## src/hdl/iopc_pkg.sv

```systemverilog
// constants shared by the pin port controller and its helpers
// assumes one core clock and a synchronous active-high reset
package iopc_pkg;
  localparam int NUM_GROUPS_DEF = 14;    // port groups 0..d
  localparam int PINS_PER_GROUP = 8;     // pin index 0..7
  localparam int GRP_W          = 4;
  localparam int NUM_FUNCS      = 4;     // peripheral functions per pin
  localparam int CHOICE_W       = 2;
  localparam int NUM_SRC        = 4;     // filter clock sources
  localparam int SRC_W          = 2;
  localparam int DIV_W          = 4;
  localparam int DIV_CNT_W      = 15;    // enough for ratio 2**15
  localparam int KEY_W          = 16;
  localparam int DBG_GROUP      = 13;    // debug-shared group d
  localparam int DBG_PINS       = 3;     // pins 0..2 of that group
  localparam int OUT_ONLY_PIN   = 2;     // no gpio input path on this pin
  localparam logic [KEY_W-1:0]    PROTECT_KEY   = 16'h0096;
  localparam logic [CHOICE_W-1:0] DBG_FUNC      = 2'h0;
  localparam logic [SRC_W-1:0]    SRC_RST       = 2'h0;
  localparam logic [DIV_W-1:0]    DIV_RST       = 4'h0;
  localparam logic                RUN_DBG_RST   = 1'b0;
  localparam logic [7:0]          ALL_PINS      = 8'hff;
  localparam int CHOICE_LO_BASE = 0;     // choice fields, pins 0..3
  localparam int CHOICE_HI_BASE = 4;     // choice fields, pins 4..7

  // per-group configuration field written by the core
  typedef enum logic [2:0] {
    FLD_IN_EN     = 3'h0,
    FLD_OUT_EN    = 3'h1,
    FLD_ROUTE     = 3'h2,
    FLD_PULL_EN   = 3'h3,
    FLD_PULL_UP   = 3'h4,
    FLD_DEB_EN    = 3'h5,
    FLD_CHOICE_LO = 3'h6,
    FLD_CHOICE_HI = 3'h7
  } iopc_field_e;
endpackage

```

## src/hdl/iopc_fclk.sv

```systemverilog
// filter clock tick generator: source pick, power-of-two divider, gating
// assumes each source tick is a one-cycle pulse in the core clock domain
module iopc_fclk
  import iopc_pkg::*;
#(
  parameter int CNT_W = iopc_pkg::DIV_CNT_W
)
(
  input  wire logic                          core_clk,
  input  wire logic                          rst,
  input  wire logic [iopc_pkg::NUM_SRC-1:0]  src_tick,
  input  wire logic [iopc_pkg::NUM_SRC-1:0]  source_sleep_stop,
  input  wire logic [iopc_pkg::SRC_W-1:0]    filter_clock_source,
  input  wire logic [iopc_pkg::DIV_W-1:0]    filter_clock_divider,
  input  wire logic                          run_in_debug,
  input  wire logic                          sleep_mode,
  input  wire logic                          debug_mode,
  output logic                               filt_tick,
  output logic                               sleep_bypass,
  output logic                               debug_hold
);
  logic [CNT_W-1:0] div_cnt_r;
  logic [CNT_W-1:0] div_mask;
  logic             running;

  if (CNT_W < (1 << DIV_W) - 1)
  begin : g_chk
    $error("iopc_fclk: divider counter too narrow");
  end

  // source stops in sleep, or supply paused for debug
  assign sleep_bypass = sleep_mode & source_sleep_stop[filter_clock_source];
  assign debug_hold   = debug_mode & ~run_in_debug;
  assign running      = src_tick[filter_clock_source] & ~sleep_bypass
                        & ~debug_hold;
  assign div_mask     = ~({CNT_W{1'b1}} << filter_clock_divider);
  assign filt_tick    = running & ((div_cnt_r & div_mask) == div_mask);

  // divider count advances only on live source ticks
  always_ff @(posedge core_clk)
  begin
    if (rst)
      div_cnt_r <= '0;
    else if (running)
      div_cnt_r <= div_cnt_r + 1'b1;
  end
endmodule

```

## src/hdl/iopc_debounce.sv

```systemverilog
// two-sample debounce filter for a vector of pins
// assumes tick is a one-cycle pulse at the filter clock rate
module iopc_debounce
#(
  parameter int N = 8
)
(
  input  wire logic         core_clk,
  input  wire logic         rst,
  input  wire logic         tick,
  input  wire logic [N-1:0] din,
  output logic      [N-1:0] dout
);
  logic [N-1:0] samp0_r;
  logic [N-1:0] samp1_r;
  logic [N-1:0] agree;

  if (N < 1)
  begin : g_chk
    $error("iopc_debounce: N must be positive");
  end

  assign agree = ~(samp0_r ^ samp1_r);

  // output follows only after two equal consecutive samples
  always_ff @(posedge core_clk)
  begin
    if (rst)
    begin
      samp0_r <= '0;
      samp1_r <= '0;
      dout    <= '0;
    end
    else if (tick)
    begin
      samp0_r <= din;
      samp1_r <= samp0_r;
      dout    <= (dout & ~agree) | (samp1_r & agree);
    end
  end
endmodule

```

## src/hdl/iopc_top.sv

```systemverilog
// pin port controller: per-pin routing, drive, pulls and debounce
// assumes core writes and pad inputs are synchronous to core_clk;
// peripheral function 0 of the debug-shared pins is the debug unit
// Notes on behaviour
// each pin picks gpio or one of four peripherals via two-bit choice
// pins addressed by group index and pin index 0..7
// reset: input, output, pulls off, pad hi-z, gpio function
// reset: debug-shared pins routed to debug signals
// third debug-shared pin is output only in gpio mode
// pull-up, pull-down or none selectable per pin
// cleared input enable blocks the pin's gpio input path
// debounce works only while the filter clock is supplied
// software unlocks with key 0x0096 before filter clock setup
// filter clock setup holds two-bit source and four-bit divider
// source stopping in sleep disables debounce during sleep
// software clears sleep-stop bit to keep filtering in sleep
// run-in-debug 0 suspends filter clock in debug, resumes after
// debug suspend stops filter, filtered inputs dead, config writable
// run-in-debug 1 keeps filter clock and debounce running
// software disables pin, clears select, then sets choice and select
// function select 0 is gpio, 1 is chosen peripheral
// software sets output enable and clears select for gpio output
// debounce rejects pulses narrower than one to two filter periods
// filter clock writes while protected are ignored
// gpio drive only with gpio mode and output enable set
module iopc_top
#(
  parameter int NUM_GROUPS = iopc_pkg::NUM_GROUPS_DEF
)
(
  input  wire logic                          core_clk,
  input  wire logic                          rst,
  // per-group configuration writes
  input  wire logic                          cfg_wr,
  input  wire logic [iopc_pkg::GRP_W-1:0]    cfg_group,
  input  wire iopc_pkg::iopc_field_e         cfg_field,
  input  wire logic [7:0]                    cfg_data,
  // protection key and filter clock setup
  input  wire logic                          protect_key_wr,
  input  wire logic [iopc_pkg::KEY_W-1:0]    protect_key_field,
  input  wire logic                          clk_cfg_wr,
  input  wire logic [iopc_pkg::SRC_W-1:0]    clk_src_wdata,
  input  wire logic [iopc_pkg::DIV_W-1:0]    clk_div_wdata,
  input  wire logic                          clk_run_dbg_wdata,
  // clock generator and cpu state
  input  wire logic [iopc_pkg::NUM_SRC-1:0]  src_tick,
  input  wire logic [iopc_pkg::NUM_SRC-1:0]  source_sleep_stop,
  input  wire logic                          sleep_mode,
  input  wire logic                          debug_mode,
  // pads
  input  wire logic [NUM_GROUPS*8-1:0]       pad_in,
  output logic      [NUM_GROUPS*8-1:0]       pad_out,
  output logic      [NUM_GROUPS*8-1:0]       pad_oe,
  output logic      [NUM_GROUPS*8-1:0]       pad_pull_up,
  output logic      [NUM_GROUPS*8-1:0]       pad_pull_down,
  // gpio data
  input  wire logic [NUM_GROUPS*8-1:0]       gpio_out_data,
  output logic      [NUM_GROUPS*8-1:0]       gpio_in_data,
  // peripheral side, one row per function
  input  wire logic [3:0][NUM_GROUPS*8-1:0]  periph_out,
  input  wire logic [3:0][NUM_GROUPS*8-1:0]  periph_oe,
  output logic      [NUM_GROUPS*8-1:0]       periph_in,
  // filter clock setup status
  output logic      [iopc_pkg::SRC_W-1:0]    filter_clock_source,
  output logic      [iopc_pkg::DIV_W-1:0]    filter_clock_divider,
  output logic                               run_in_debug,
  output logic                               protect_open
);
  import iopc_pkg::*;

  localparam int N = NUM_GROUPS * PINS_PER_GROUP;

  if (NUM_GROUPS <= DBG_GROUP || NUM_GROUPS >= (1 << GRP_W))
  begin : g_chk
    $error("iopc_top: NUM_GROUPS must be 14 or 15");
  end

  // input-capable pins of a group; the output-only debug pin is masked
  function automatic logic [7:0] in_mask(input logic [GRP_W-1:0] g);
    in_mask = ALL_PINS;
    if (g == GRP_W'(DBG_GROUP))
      in_mask[OUT_ONLY_PIN] = 1'b0;
  endfunction

  // pins shared with the debug unit
  function automatic logic is_dbg(input int g, input int p);
    is_dbg = (g == DBG_GROUP) && (p < DBG_PINS);
  endfunction

  logic [NUM_GROUPS-1:0][7:0]               in_en_r;
  logic [NUM_GROUPS-1:0][7:0]               out_en_r;
  logic [NUM_GROUPS-1:0][7:0]               route_r;
  logic [NUM_GROUPS-1:0][7:0]               pull_en_r;
  logic [NUM_GROUPS-1:0][7:0]               pull_up_r;
  logic [NUM_GROUPS-1:0][7:0]               deb_en_r;
  logic [NUM_GROUPS-1:0][7:0][CHOICE_W-1:0] choice_r;
  logic [N-1:0]                             in_en_f;
  logic [N-1:0]                             out_en_f;
  logic [N-1:0]                             route_f;
  logic [N-1:0]                             pull_en_f;
  logic [N-1:0]                             pull_up_f;
  logic [N-1:0]                             deb_en_f;
  logic [N-1:0][CHOICE_W-1:0]               choice_f;
  logic [N-1:0]                             raw_in;
  logic [N-1:0]                             filt_in;
  logic [N-1:0]                             out_nxt;
  logic [N-1:0]                             oe_nxt;
  logic [N-1:0]                             pu_nxt;
  logic [N-1:0]                             pd_nxt;
  logic [N-1:0]                             gin_nxt;
  logic [N-1:0]                             pin_nxt;
  logic                                     cfg_hit;
  logic                                     filt_tick;
  logic                                     sleep_bypass;
  logic                                     debug_hold;

  assign in_en_f   = in_en_r;
  assign out_en_f  = out_en_r;
  assign route_f   = route_r;
  assign pull_en_f = pull_en_r;
  assign pull_up_f = pull_up_r;
  assign deb_en_f  = deb_en_r;
  assign choice_f  = choice_r;
  assign cfg_hit   = cfg_wr && (cfg_group < GRP_W'(NUM_GROUPS));

  // per-pin configuration, stays writable in every cpu state
  always_ff @(posedge core_clk)
  begin
    if (rst)
    begin
      for (int g = 0; g < NUM_GROUPS; g++)
      begin
        for (int p = 0; p < PINS_PER_GROUP; p++)
        begin
          // reset state
          in_en_r[g][p]   <= 1'b0;
          out_en_r[g][p]  <= 1'b0;
          pull_en_r[g][p] <= 1'b0;
          pull_up_r[g][p] <= 1'b0;
          deb_en_r[g][p]  <= 1'b0;
          route_r[g][p]   <= is_dbg(g, p);
          choice_r[g][p]  <= DBG_FUNC;
        end
      end
    end
    else if (cfg_hit)
    begin
      // group and pin addressing
      unique case (cfg_field)
        // output-only pin drops input enable
        FLD_IN_EN:   in_en_r[cfg_group]   <= cfg_data & in_mask(cfg_group);
        FLD_OUT_EN:  out_en_r[cfg_group]  <= cfg_data;
        FLD_ROUTE:   route_r[cfg_group]   <= cfg_data;
        // per-pin pull selection
        FLD_PULL_EN: pull_en_r[cfg_group] <= cfg_data;
        FLD_PULL_UP: pull_up_r[cfg_group] <= cfg_data;
        FLD_DEB_EN:  deb_en_r[cfg_group]  <= cfg_data;
        FLD_CHOICE_LO:
          for (int p = 0; p < 4; p++)
            choice_r[cfg_group][CHOICE_LO_BASE+p] <= cfg_data[2*p +: 2];
        FLD_CHOICE_HI:
          for (int p = 0; p < 4; p++)
            choice_r[cfg_group][CHOICE_HI_BASE+p] <= cfg_data[2*p +: 2];
      endcase
    end
  end

  // protection latch: key opens, any other value closes
  always_ff @(posedge core_clk)
  begin
    if (rst)
      protect_open <= 1'b0;
    else if (protect_key_wr)
      protect_open <= (protect_key_field == PROTECT_KEY);
  end

  // filter clock setup
  always_ff @(posedge core_clk)
  begin
    if (rst)
    begin
      filter_clock_source  <= SRC_RST;
      filter_clock_divider <= DIV_RST;
      run_in_debug         <= RUN_DBG_RST;
    end
    // protected setup
    else if (clk_cfg_wr && protect_open)
    begin
      filter_clock_source  <= clk_src_wdata;
      filter_clock_divider <= clk_div_wdata;
      run_in_debug         <= clk_run_dbg_wdata;
    end
  end

  // filter clock gating
  iopc_fclk #(
    .CNT_W (DIV_CNT_W)
  ) u_fclk (
    .core_clk             (core_clk),
    .rst                  (rst),
    .src_tick             (src_tick),
    .source_sleep_stop    (source_sleep_stop),
    .filter_clock_source  (filter_clock_source),
    .filter_clock_divider (filter_clock_divider),
    .run_in_debug         (run_in_debug),
    .sleep_mode           (sleep_mode),
    .debug_mode           (debug_mode),
    .filt_tick            (filt_tick),
    .sleep_bypass         (sleep_bypass),
    .debug_hold           (debug_hold)
  );

  // two-sample debounce
  iopc_debounce #(
    .N (N)
  ) u_deb (
    .core_clk (core_clk),
    .rst      (rst),
    .tick     (filt_tick),
    .din      (raw_in),
    .dout     (filt_in)
  );

  // per-pin pad and data path selection
  always_comb
  begin
    for (int i = 0; i < N; i++)
    begin
      // gpio or chosen peripheral
      out_nxt[i] = route_f[i] ? periph_out[choice_f[i]][i] : gpio_out_data[i];
      // gpio drive needs output enable
      oe_nxt[i]  = route_f[i] ? periph_oe[choice_f[i]][i] : out_en_f[i];
      // pulls only on undriven gpio pins
      pu_nxt[i]  = ~route_f[i] & pull_en_f[i] & pull_up_f[i] & ~out_en_f[i];
      pd_nxt[i]  = ~route_f[i] & pull_en_f[i] & ~pull_up_f[i] & ~out_en_f[i];
      // disabled input reads zero
      raw_in[i]  = pad_in[i] & in_en_f[i] & ~route_f[i];
      pin_nxt[i] = pad_in[i] & route_f[i];
      // bypass in sleep, dead while suspended for debug
      if (!deb_en_f[i])
        gin_nxt[i] = raw_in[i];
      else if (debug_hold)
        gin_nxt[i] = 1'b0;
      else if (sleep_bypass)
        gin_nxt[i] = raw_in[i];
      else
        gin_nxt[i] = filt_in[i];
    end
  end

  // registered pad and data outputs
  always_ff @(posedge core_clk)
  begin
    if (rst)
    begin
      pad_out       <= '0;
      pad_oe        <= '0;
      pad_pull_up   <= '0;
      pad_pull_down <= '0;
      gpio_in_data  <= '0;
      periph_in     <= '0;
    end
    else
    begin
      pad_out       <= out_nxt;
      pad_oe        <= oe_nxt;
      pad_pull_up   <= pu_nxt;
      pad_pull_down <= pd_nxt;
      gpio_in_data  <= gin_nxt;
      periph_in     <= pin_nxt;
    end
  end

  localparam int PD2 = DBG_GROUP * PINS_PER_GROUP + OUT_ONLY_PIN;
endmodule

```

## config.mk

```make
export PLATFORM = sky130hd
export DESIGN_NAME = iopc_top
export DESIGN_NICKNAME = d
export VERILOG_FILES = /design/src/hdl/iopc_pkg.sv /design/src/hdl/iopc_fclk.sv /design/src/hdl/iopc_debounce.sv /design/src/hdl/iopc_top.sv
export SDC_FILE = /design/constraint.sdc
export NUM_CORES = 2
export LEC_CHECK = 0
export BUFFER_PORTS_ARGS = -buffer_cell sky130_fd_sc_hd__buf_2
export CAP_MARGIN = 25
export CORE_AREA = 2 2 725 727
export CTS_BUF_LIST = sky130_fd_sc_hd__clkbuf_8
export DETAILED_ROUTE_END_ITERATION = 10
export DIE_AREA = 0 0 727 729
export HOLD_SLACK_MARGIN = 0.06
export SYNTH_ARGS = -nofsm -noshare
export SYNTH_HDL_FRONTEND = slang
export SYNTH_HIERARCHICAL = 1
export SYNTH_SLANG_ARGS = --single-unit
```

## constraint.sdc

```tcl
create_clock -name core_clk -period 4.63 [get_ports core_clk]
set_input_delay 0.2315 -clock core_clk [delete_from_list [all_inputs] [get_ports core_clk]]
set_output_delay 0.2315 -clock core_clk [all_outputs]
set_load 0.01 [all_outputs]
```

# Word-level counts from Yosys, hierarchy flattened

Index checks and enable logic that the tools add are counted.

Logic and storage cells: 2648
Bits of input ports: 1173
Bits in registers: 1927

Equal/unequal tests: 10
Magnitude comparators: 116
Bitwise gates (word level): 1249
Shift operators: 1
Reductions and logical operators: 12
Add/sub/neg operators: 1
Muxes and demuxes: 1049

Operators with widths:

| kind                                                        | count |
|---|---|
| binary-select mux 112 bit (select 2 bit)                    | 224 |
| bitwise mux 224 bit                                         | 8 |
| bitwise AND 1 bit                                           | 901 |
| bitwise mux 112 bit                                         | 6 |
| 2-to-1 mux 1 bit                                            | 568 |
| demux 16 bit (select 4 bit)                                 | 8 |
| one-hot mux 224 bit (2 select lines)                        | 1 |
| less-than comparator 2 x 3 -> 1 bit (second input constant) | 113 |
| NOT 1 bit                                                   | 339 |
| bitwise AND 112 bit                                         | 2 |
| 2-to-1 mux 112 bit                                          | 2 |
| NOT 112 bit                                                 | 2 |
| 2-to-1 mux 111 bit                                          | 2 |
| 2-to-1 mux 110 bit                                          | 2 |
| 2-to-1 mux 109 bit                                          | 2 |
| 2-to-1 mux 108 bit                                          | 2 |
| 2-to-1 mux 107 bit                                          | 2 |
| 2-to-1 mux 106 bit                                          | 2 |
| 2-to-1 mux 105 bit                                          | 2 |
| 2-to-1 mux 104 bit                                          | 2 |
| 2-to-1 mux 103 bit                                          | 2 |
| 2-to-1 mux 102 bit                                          | 2 |
| 2-to-1 mux 101 bit                                          | 2 |
| 2-to-1 mux 100 bit                                          | 2 |
| 120 further kinds                                           | 240 |

# Logic depth before layout (Yosys ltp)

Depth after elaboration: 9
Depth in mapped cells: 12
Mapped depth without buffers: 7

# Cells and area by module

Netlist, hierarchy kept.

By module, submodules not included:

| module        | sequential area each (µm²) | instances | area an instance (µm²) | cells each |
|---|---|---|---|---|
| iopc_top      | 31550.3                    | 1         | 65006.1                | 5911 |
| iopc_debounce | 6726.5                     | 1         | 13758.2                | 1444 |
| iopc_fclk     | 300.3                      | 1         | 929.6                  | 117 |

# Least setup slack after synthesis

Ideal clock, no wire load.

Path kind: register -> register
From: register filter_clock_source[1] (netlist name)
To: register u_deb.samp0_r[103]
Path slack: 2.166 ns
Buffers on the path: 4
Cell stages (with the launch flop): 12
Library setup time: 0.117 ns
Data arrival time: 2.347 ns
Path through: dfxtp_1 -> mux2_2 -> a21bo_4 -> nor3_1 -> o2111ai_1 -> nor2_1 -> buf_4 -> buf_6 -> buf_6 -> buf_6 -> mux2i_1 -> nor2_1

Word-level cells in the longest chain between the ends: 7
Elaborated cells on any way between the ends: 9
Classes of those cells: mux (4); bitwise (5)

RTL lines:

| item                                   | line                | source |
|---|---|---|
| start, declared                        | iopc_top.sv:64      | `output logic [iopc_pkg::SRC_W-1:0] filter_clock_source,` |
| start signal, assigned                 | iopc_top.sv:189     | `filter_clock_source <= clk_src_wdata;` |
| binary-select mux 1 bit (select 2 bit) | iopc_fclk.sv:32     | `assign sleep_bypass = sleep_mode & source_sleep_stop[filter_clock_source];` |
| 2-to-1 mux 1 bit (implied by the code) | iopc_fclk.sv:32     |  |
| bitwise AND 1 bit                      | iopc_fclk.sv:32     |  |
| NOT 1 bit                              | iopc_fclk.sv:34     | `assign running = src_tick[filter_clock_source] & ~sleep_bypass` |
| bitwise AND 1 bit *                    | iopc_fclk.sv:34     |  |
| bitwise AND 1 bit *                    | iopc_fclk.sv:35     | `& ~debug_hold;` |
| bitwise AND 1 bit *                    | iopc_fclk.sv:37     | `assign filt_tick = running & ((div_cnt_r & div_mask) == div_mask);` |
| net filt_tick                          | iopc_top.sv:113     | `logic filt_tick;` |
| end signal, assigned                   | iopc_debounce.sv:36 | `samp0_r <= din;` |
| end, declared                          | iopc_debounce.sv:14 | `logic [N-1:0] samp0_r;` |

Mark *: on every way through the listed nets, which the timed path passes. The rest lies on a longest branch. The select of a mux whose other input is x is not followed.
A chain may end at the register's enable or synchronous reset.

# Final worst setup path

From: register filter_clock_source[1] (netlist name)
To: register u_deb.samp1_r[24]

Word-level cells in the longest chain between the ends: 7
Elaborated cells on any way between the ends: 9
Classes of those cells: mux (4); bitwise (5)

RTL lines:

| item                                   | line                | source |
|---|---|---|
| binary-select mux 1 bit (select 2 bit) | iopc_fclk.sv:32     |  |
| 2-to-1 mux 1 bit (implied by the code) | iopc_fclk.sv:32     |  |
| bitwise AND 1 bit                      | iopc_fclk.sv:32     |  |
| NOT 1 bit                              | iopc_fclk.sv:34     |  |
| bitwise AND 1 bit *                    | iopc_fclk.sv:34     |  |
| bitwise AND 1 bit *                    | iopc_fclk.sv:35     |  |
| bitwise AND 1 bit *                    | iopc_fclk.sv:37     |  |
| net filt_tick                          | iopc_top.sv:113     |  |
| end signal, assigned                   | iopc_debounce.sv:37 | `samp1_r <= samp0_r;` |
| end, declared                          | iopc_debounce.sv:15 | `logic [N-1:0] samp1_r;` |

Marked as above.

==> qor.csv <==
metric;value;unit
gr_util_met3;6.73;%
yosys.cell_count.top_type;dfxtp_1;
syn_area;79700;um2
cts_buffers;364;
drt-wirelength-per-cell;30.1;um
finalCriticalPeriod;3.80;ns
synth_top_flop_cell;dfxtp_1;
arrival;4.78;ns
cts_setup_buffers;0;
ys_top_cells_by_area;dfxtp_1 (48%), mux2i_1 (17%), nand2b_1 (8.0%), mux4_2 (6.3%), nor2_1 (3.8%);
final-max-slew-violation-count;0;
yosys-top-cells-count;dfxtp_1 (1,927), mux2i_1 (1,345), nand2b_1 (1,014);
period_share;82.1;%
netSwitchingPower;10.5;mW
worst_slew_pin_slew;1.32;ns
synth_warnings;6;
global_route.peak_usage_layer;met2;
critical-path-max-stage-delay;0.57;ns
grt.overflow.total;0;
clock_tree_from_tritoncts;built;
timing_hold_violations_final;0;
pwr-share-seq;43.3;%
grt_pass1_wl;687;mm
cts-root-buf;clkbuf_8;
die_width;727;um
synth_async_sr_flop_share;0;%
antenna_violations_before_repair;345;
power.share.switching;27.1;%
power.combinational.fraction;8.7;%
highest_net_fanout_along_the_worst_path;126;
clk_latency;1.16;ns
vdd_drop_max;0.292;mV
die_h;729;um
initial_drt_pass_iterations;6;
worst_hold_slack;0.215;ns
avgViaCountPerCell;4.04;
ff2ff_path_depth;10;
critical_path_required;5.61;ns
worstSetupEndpointType;flip-flop;
ys_types;51;
wl;543;mm
num_io_pins;1853;
port_buffers;1852;
worst_hold_check_path_type;primary input to flip-flop;
routabilityCongestion;1.01;
synth_sequential_area_ratio;48.4;%
dr.first_iter.drc_count;6901;
final_layout_size_suffix_gt1_share;27.3;%
worst_slew_margin_rel;12.3;%
p_leak;51.5;nW
synth_top_cell_area_share;48.4;%
clock.fmax;0.263;GHz
cap_viol_max_count;0;
floorplan.core_area;523000;um2
design.final.nets;11600;
grt.total_usage;19.5;%
status;finished, final reports clean;
hpwl;434;mm
worst_hold_path.num_cells;5;
cts-htree-levels;5;
ys_seq_elements;1927;
start_util;15.2;%
critical_path_cell_by_cell;mux2_2 > dlygate4sd3_1 > a21bo_4 > nor3_1 > o2111ai_1 > nor2_4 > buf_12 > buf_12 > mux2i_1 > nor2_1;
clock_pin_slew_reported_for_the_worst_setup_and_hold_paths_after_clock_tree_synthesis;0.07;ns
power_per_cell_area;330;nW/um2
flow.area_growth_from_synthesis;46.7;%
antenna_violating_nets_post_route;0;
power_frac_clock;48.0;%
use_met2;28.2;%
unrepaired_setup_endpoints_after_global_routing;no;
max-clock-path-buffers;4;
syn-mean-instance-area;10.7;um2
internal-power;28.2;mW
start_kind;flip-flop;
die-area;530000;um2
tns;0;ns
crit_path_most_repeated_cell;buf_12;
grt.met1_usage;26.1;%
setup_viol;0;
std_cell_rows;266;
postSynthCellCount;7472;
routed-via-count;72900;
critPathSlowestCell;dlygate4sd3_1;
timing_worst_setup_path_type;flip-flop to flip-flop;
synth_edf_count;0;
setup_skew;0.126;ns
clock_sinks;1927;
grt_pass1_vias;69700;
remaining_drc_errors;0;
synth_nets;8646;
synth_area_leader_cell;dfxtp_1;
grt_max_degree;246;
[cell usage in the layout (no fill, tap or decap), types with 3 or more instances in the layout]
cell / netlist / routed
dfxtp_1: 1927 / 1926
buf_2: 99 / 1851
mux2i_1: 1345 / 1345
dlygate4sd3_1: 0 / 1056
nand2b_1: 1014 / 1006
nor2_1: 814 / 813
clkbuf_8: 0 / 462
diode_2: 0 / 354
nand2_1: 352 / 352
a21oi_1: 234 / 234
and3b_1: 227 / 225
mux4_2: 224 / 224
inv_1: 118 / 213
o21ai_0: 118 / 118
and3_1: 116 / 115
nor3_1: 118 / 112
nor2b_1: 112 / 112
o32ai_1: 110 / 110
nand3_4: 96 / 97
buf_4: 55 / 97
clkinv_2: 0 / 44
buf_12: 0 / 42
bufinv_16: 0 / 16
nand3_2: 14 / 14
xnor2_1: 14 / 14
nand3_1: 13 / 12
inv_12: 0 / 10
nor4_1: 9 / 9
nand2b_4: 0 / 8
clkinvlp_4: 0 / 8
nor3_2: 0 / 6
buf_16: 0 / 6
and4bb_1: 6 / 5
inv_16: 0 / 5
clkinv_8: 0 / 5
nor4b_4: 0 / 4
clkinv_16: 0 / 4
nor4b_1: 3 / 3
nand4_1: 3 / 3
[cell families after synthesis]
group / after synthesis / share of synthesized area, %
compound gates: 475 / 3.58
xor+xnor: 14 / 0.154
fa+ha+maj: 1 / 0.0157
buf+inv: 569 / 3.25
flops: 1927 / 48.4
mux: 1571 / 23.3
simple gates: 2915 / 21.3
[path summary, 6_finish.rpt]
check	end	slack (ns)	start
min	route_f[100]$_SDFFE_PP0P_	0.21	cfg_group[3]
max	u_deb/samp1_r[24]$_SDFFE_PP0P_	0.83	filter_clock_source[1]$_SDFFE_PP0P_
max reg2reg	u_deb/samp1_r[24]$_SDFFE_PP0P_	0.83	filter_clock_source[1]$_SDFFE_PP0P_
min reg2reg	pad_pull_down[93]$_SDFF_PP0_	0.38	pull_up_f[93]$_SDFFE_PP0P_
[state kept, by name (all words and copies together) (netlist names), named ones only]
register / flops
u_fclk/div_cnt_r: 15
in_en_f: 112
out_en_f: 112
periph_in: 112
choice_f: 224
u_deb/samp1_r: 112
protect_open: 1
pad_oe: 112
pad_out: 112
route_f: 112
pull_up_f: 112
deb_en_f: 112
run_in_debug: 1
u_deb/samp0_r: 112
gpio_in_data: 112
filter_clock_divider: 4
pad_pull_down: 112
pad_pull_up: 112
filter_clock_source: 2
pull_en_f: 112
[per-stage QoR]
stage / worst slack, ns / cell area, um2 / std cells / utilization, % / total power [mW]
2_1_floorplan: 2.17 / 79700 / 7472 / - / 18.1
3_3_place_gp: 1.42 / 97300 / 16000 / 18.6 / 19.7
3_5_place_dp: 1.34 / 97500 / 16000 / 18.6 / 19.7
4_1_cts: 0.843 / 116000 / 17700 / 22.2 / 39.0
5_1_grt: 0.590 / 116000 / 17800 / 22.3 / 39.8
6_report: 0.827 / 117000 / 18100 / 22.4 / 38.6
[power groups by stage]
stage | Sequential [mW] | Clock (mW) | Combinational, mW
6_report | 16.7 | 18.6 | 3.36
2_1_floorplan | 17.1 | 0 | 1.03
5_1_grt | 16.7 | 19.6 | 3.47
4_1_cts | 16.7 | 19.0 | 3.34
3_5_place_dp | 17.1 | 0 | 2.68
3_3_place_gp | 17.1 | 0 | 2.66
[per-layer routing]
layer | share of wire (%) | vias to the layer above
met4 | 5.2 | 136
met3 | 9.6 | 1132
met5 | 0.16 | -
li1 | - | 32200
met2 | 41 | 3299
met1 | 44 | 36200
[worst max-delay path: cells and delay by family, from the launching register on]
family                 cells  cell delay (ns)
DFF                        1             0.40
buffers and inverters      3             1.29
AOI/OAI and AO/OA          2             0.54
muxes                      2             0.64
and+or+nand+nor            3             0.63
[layout make-up]
class	count	area (um2)
clock buffers	462	6360
multi-input cells	4976	38700
clock inverters	192	1630
flip-flops and latches	1927	38600
well taps	6968	8720
inverters	118	443
diodes	354	886
fillers	56800	406000
repair buffers	3054	21600
[repair_timing]
item	in CTS	in global routing
gates resized for setup	0	0
hold buffers	1057	0
endpoints found under the hold margin	1398	0
Power figures use the tool's default switching activity.
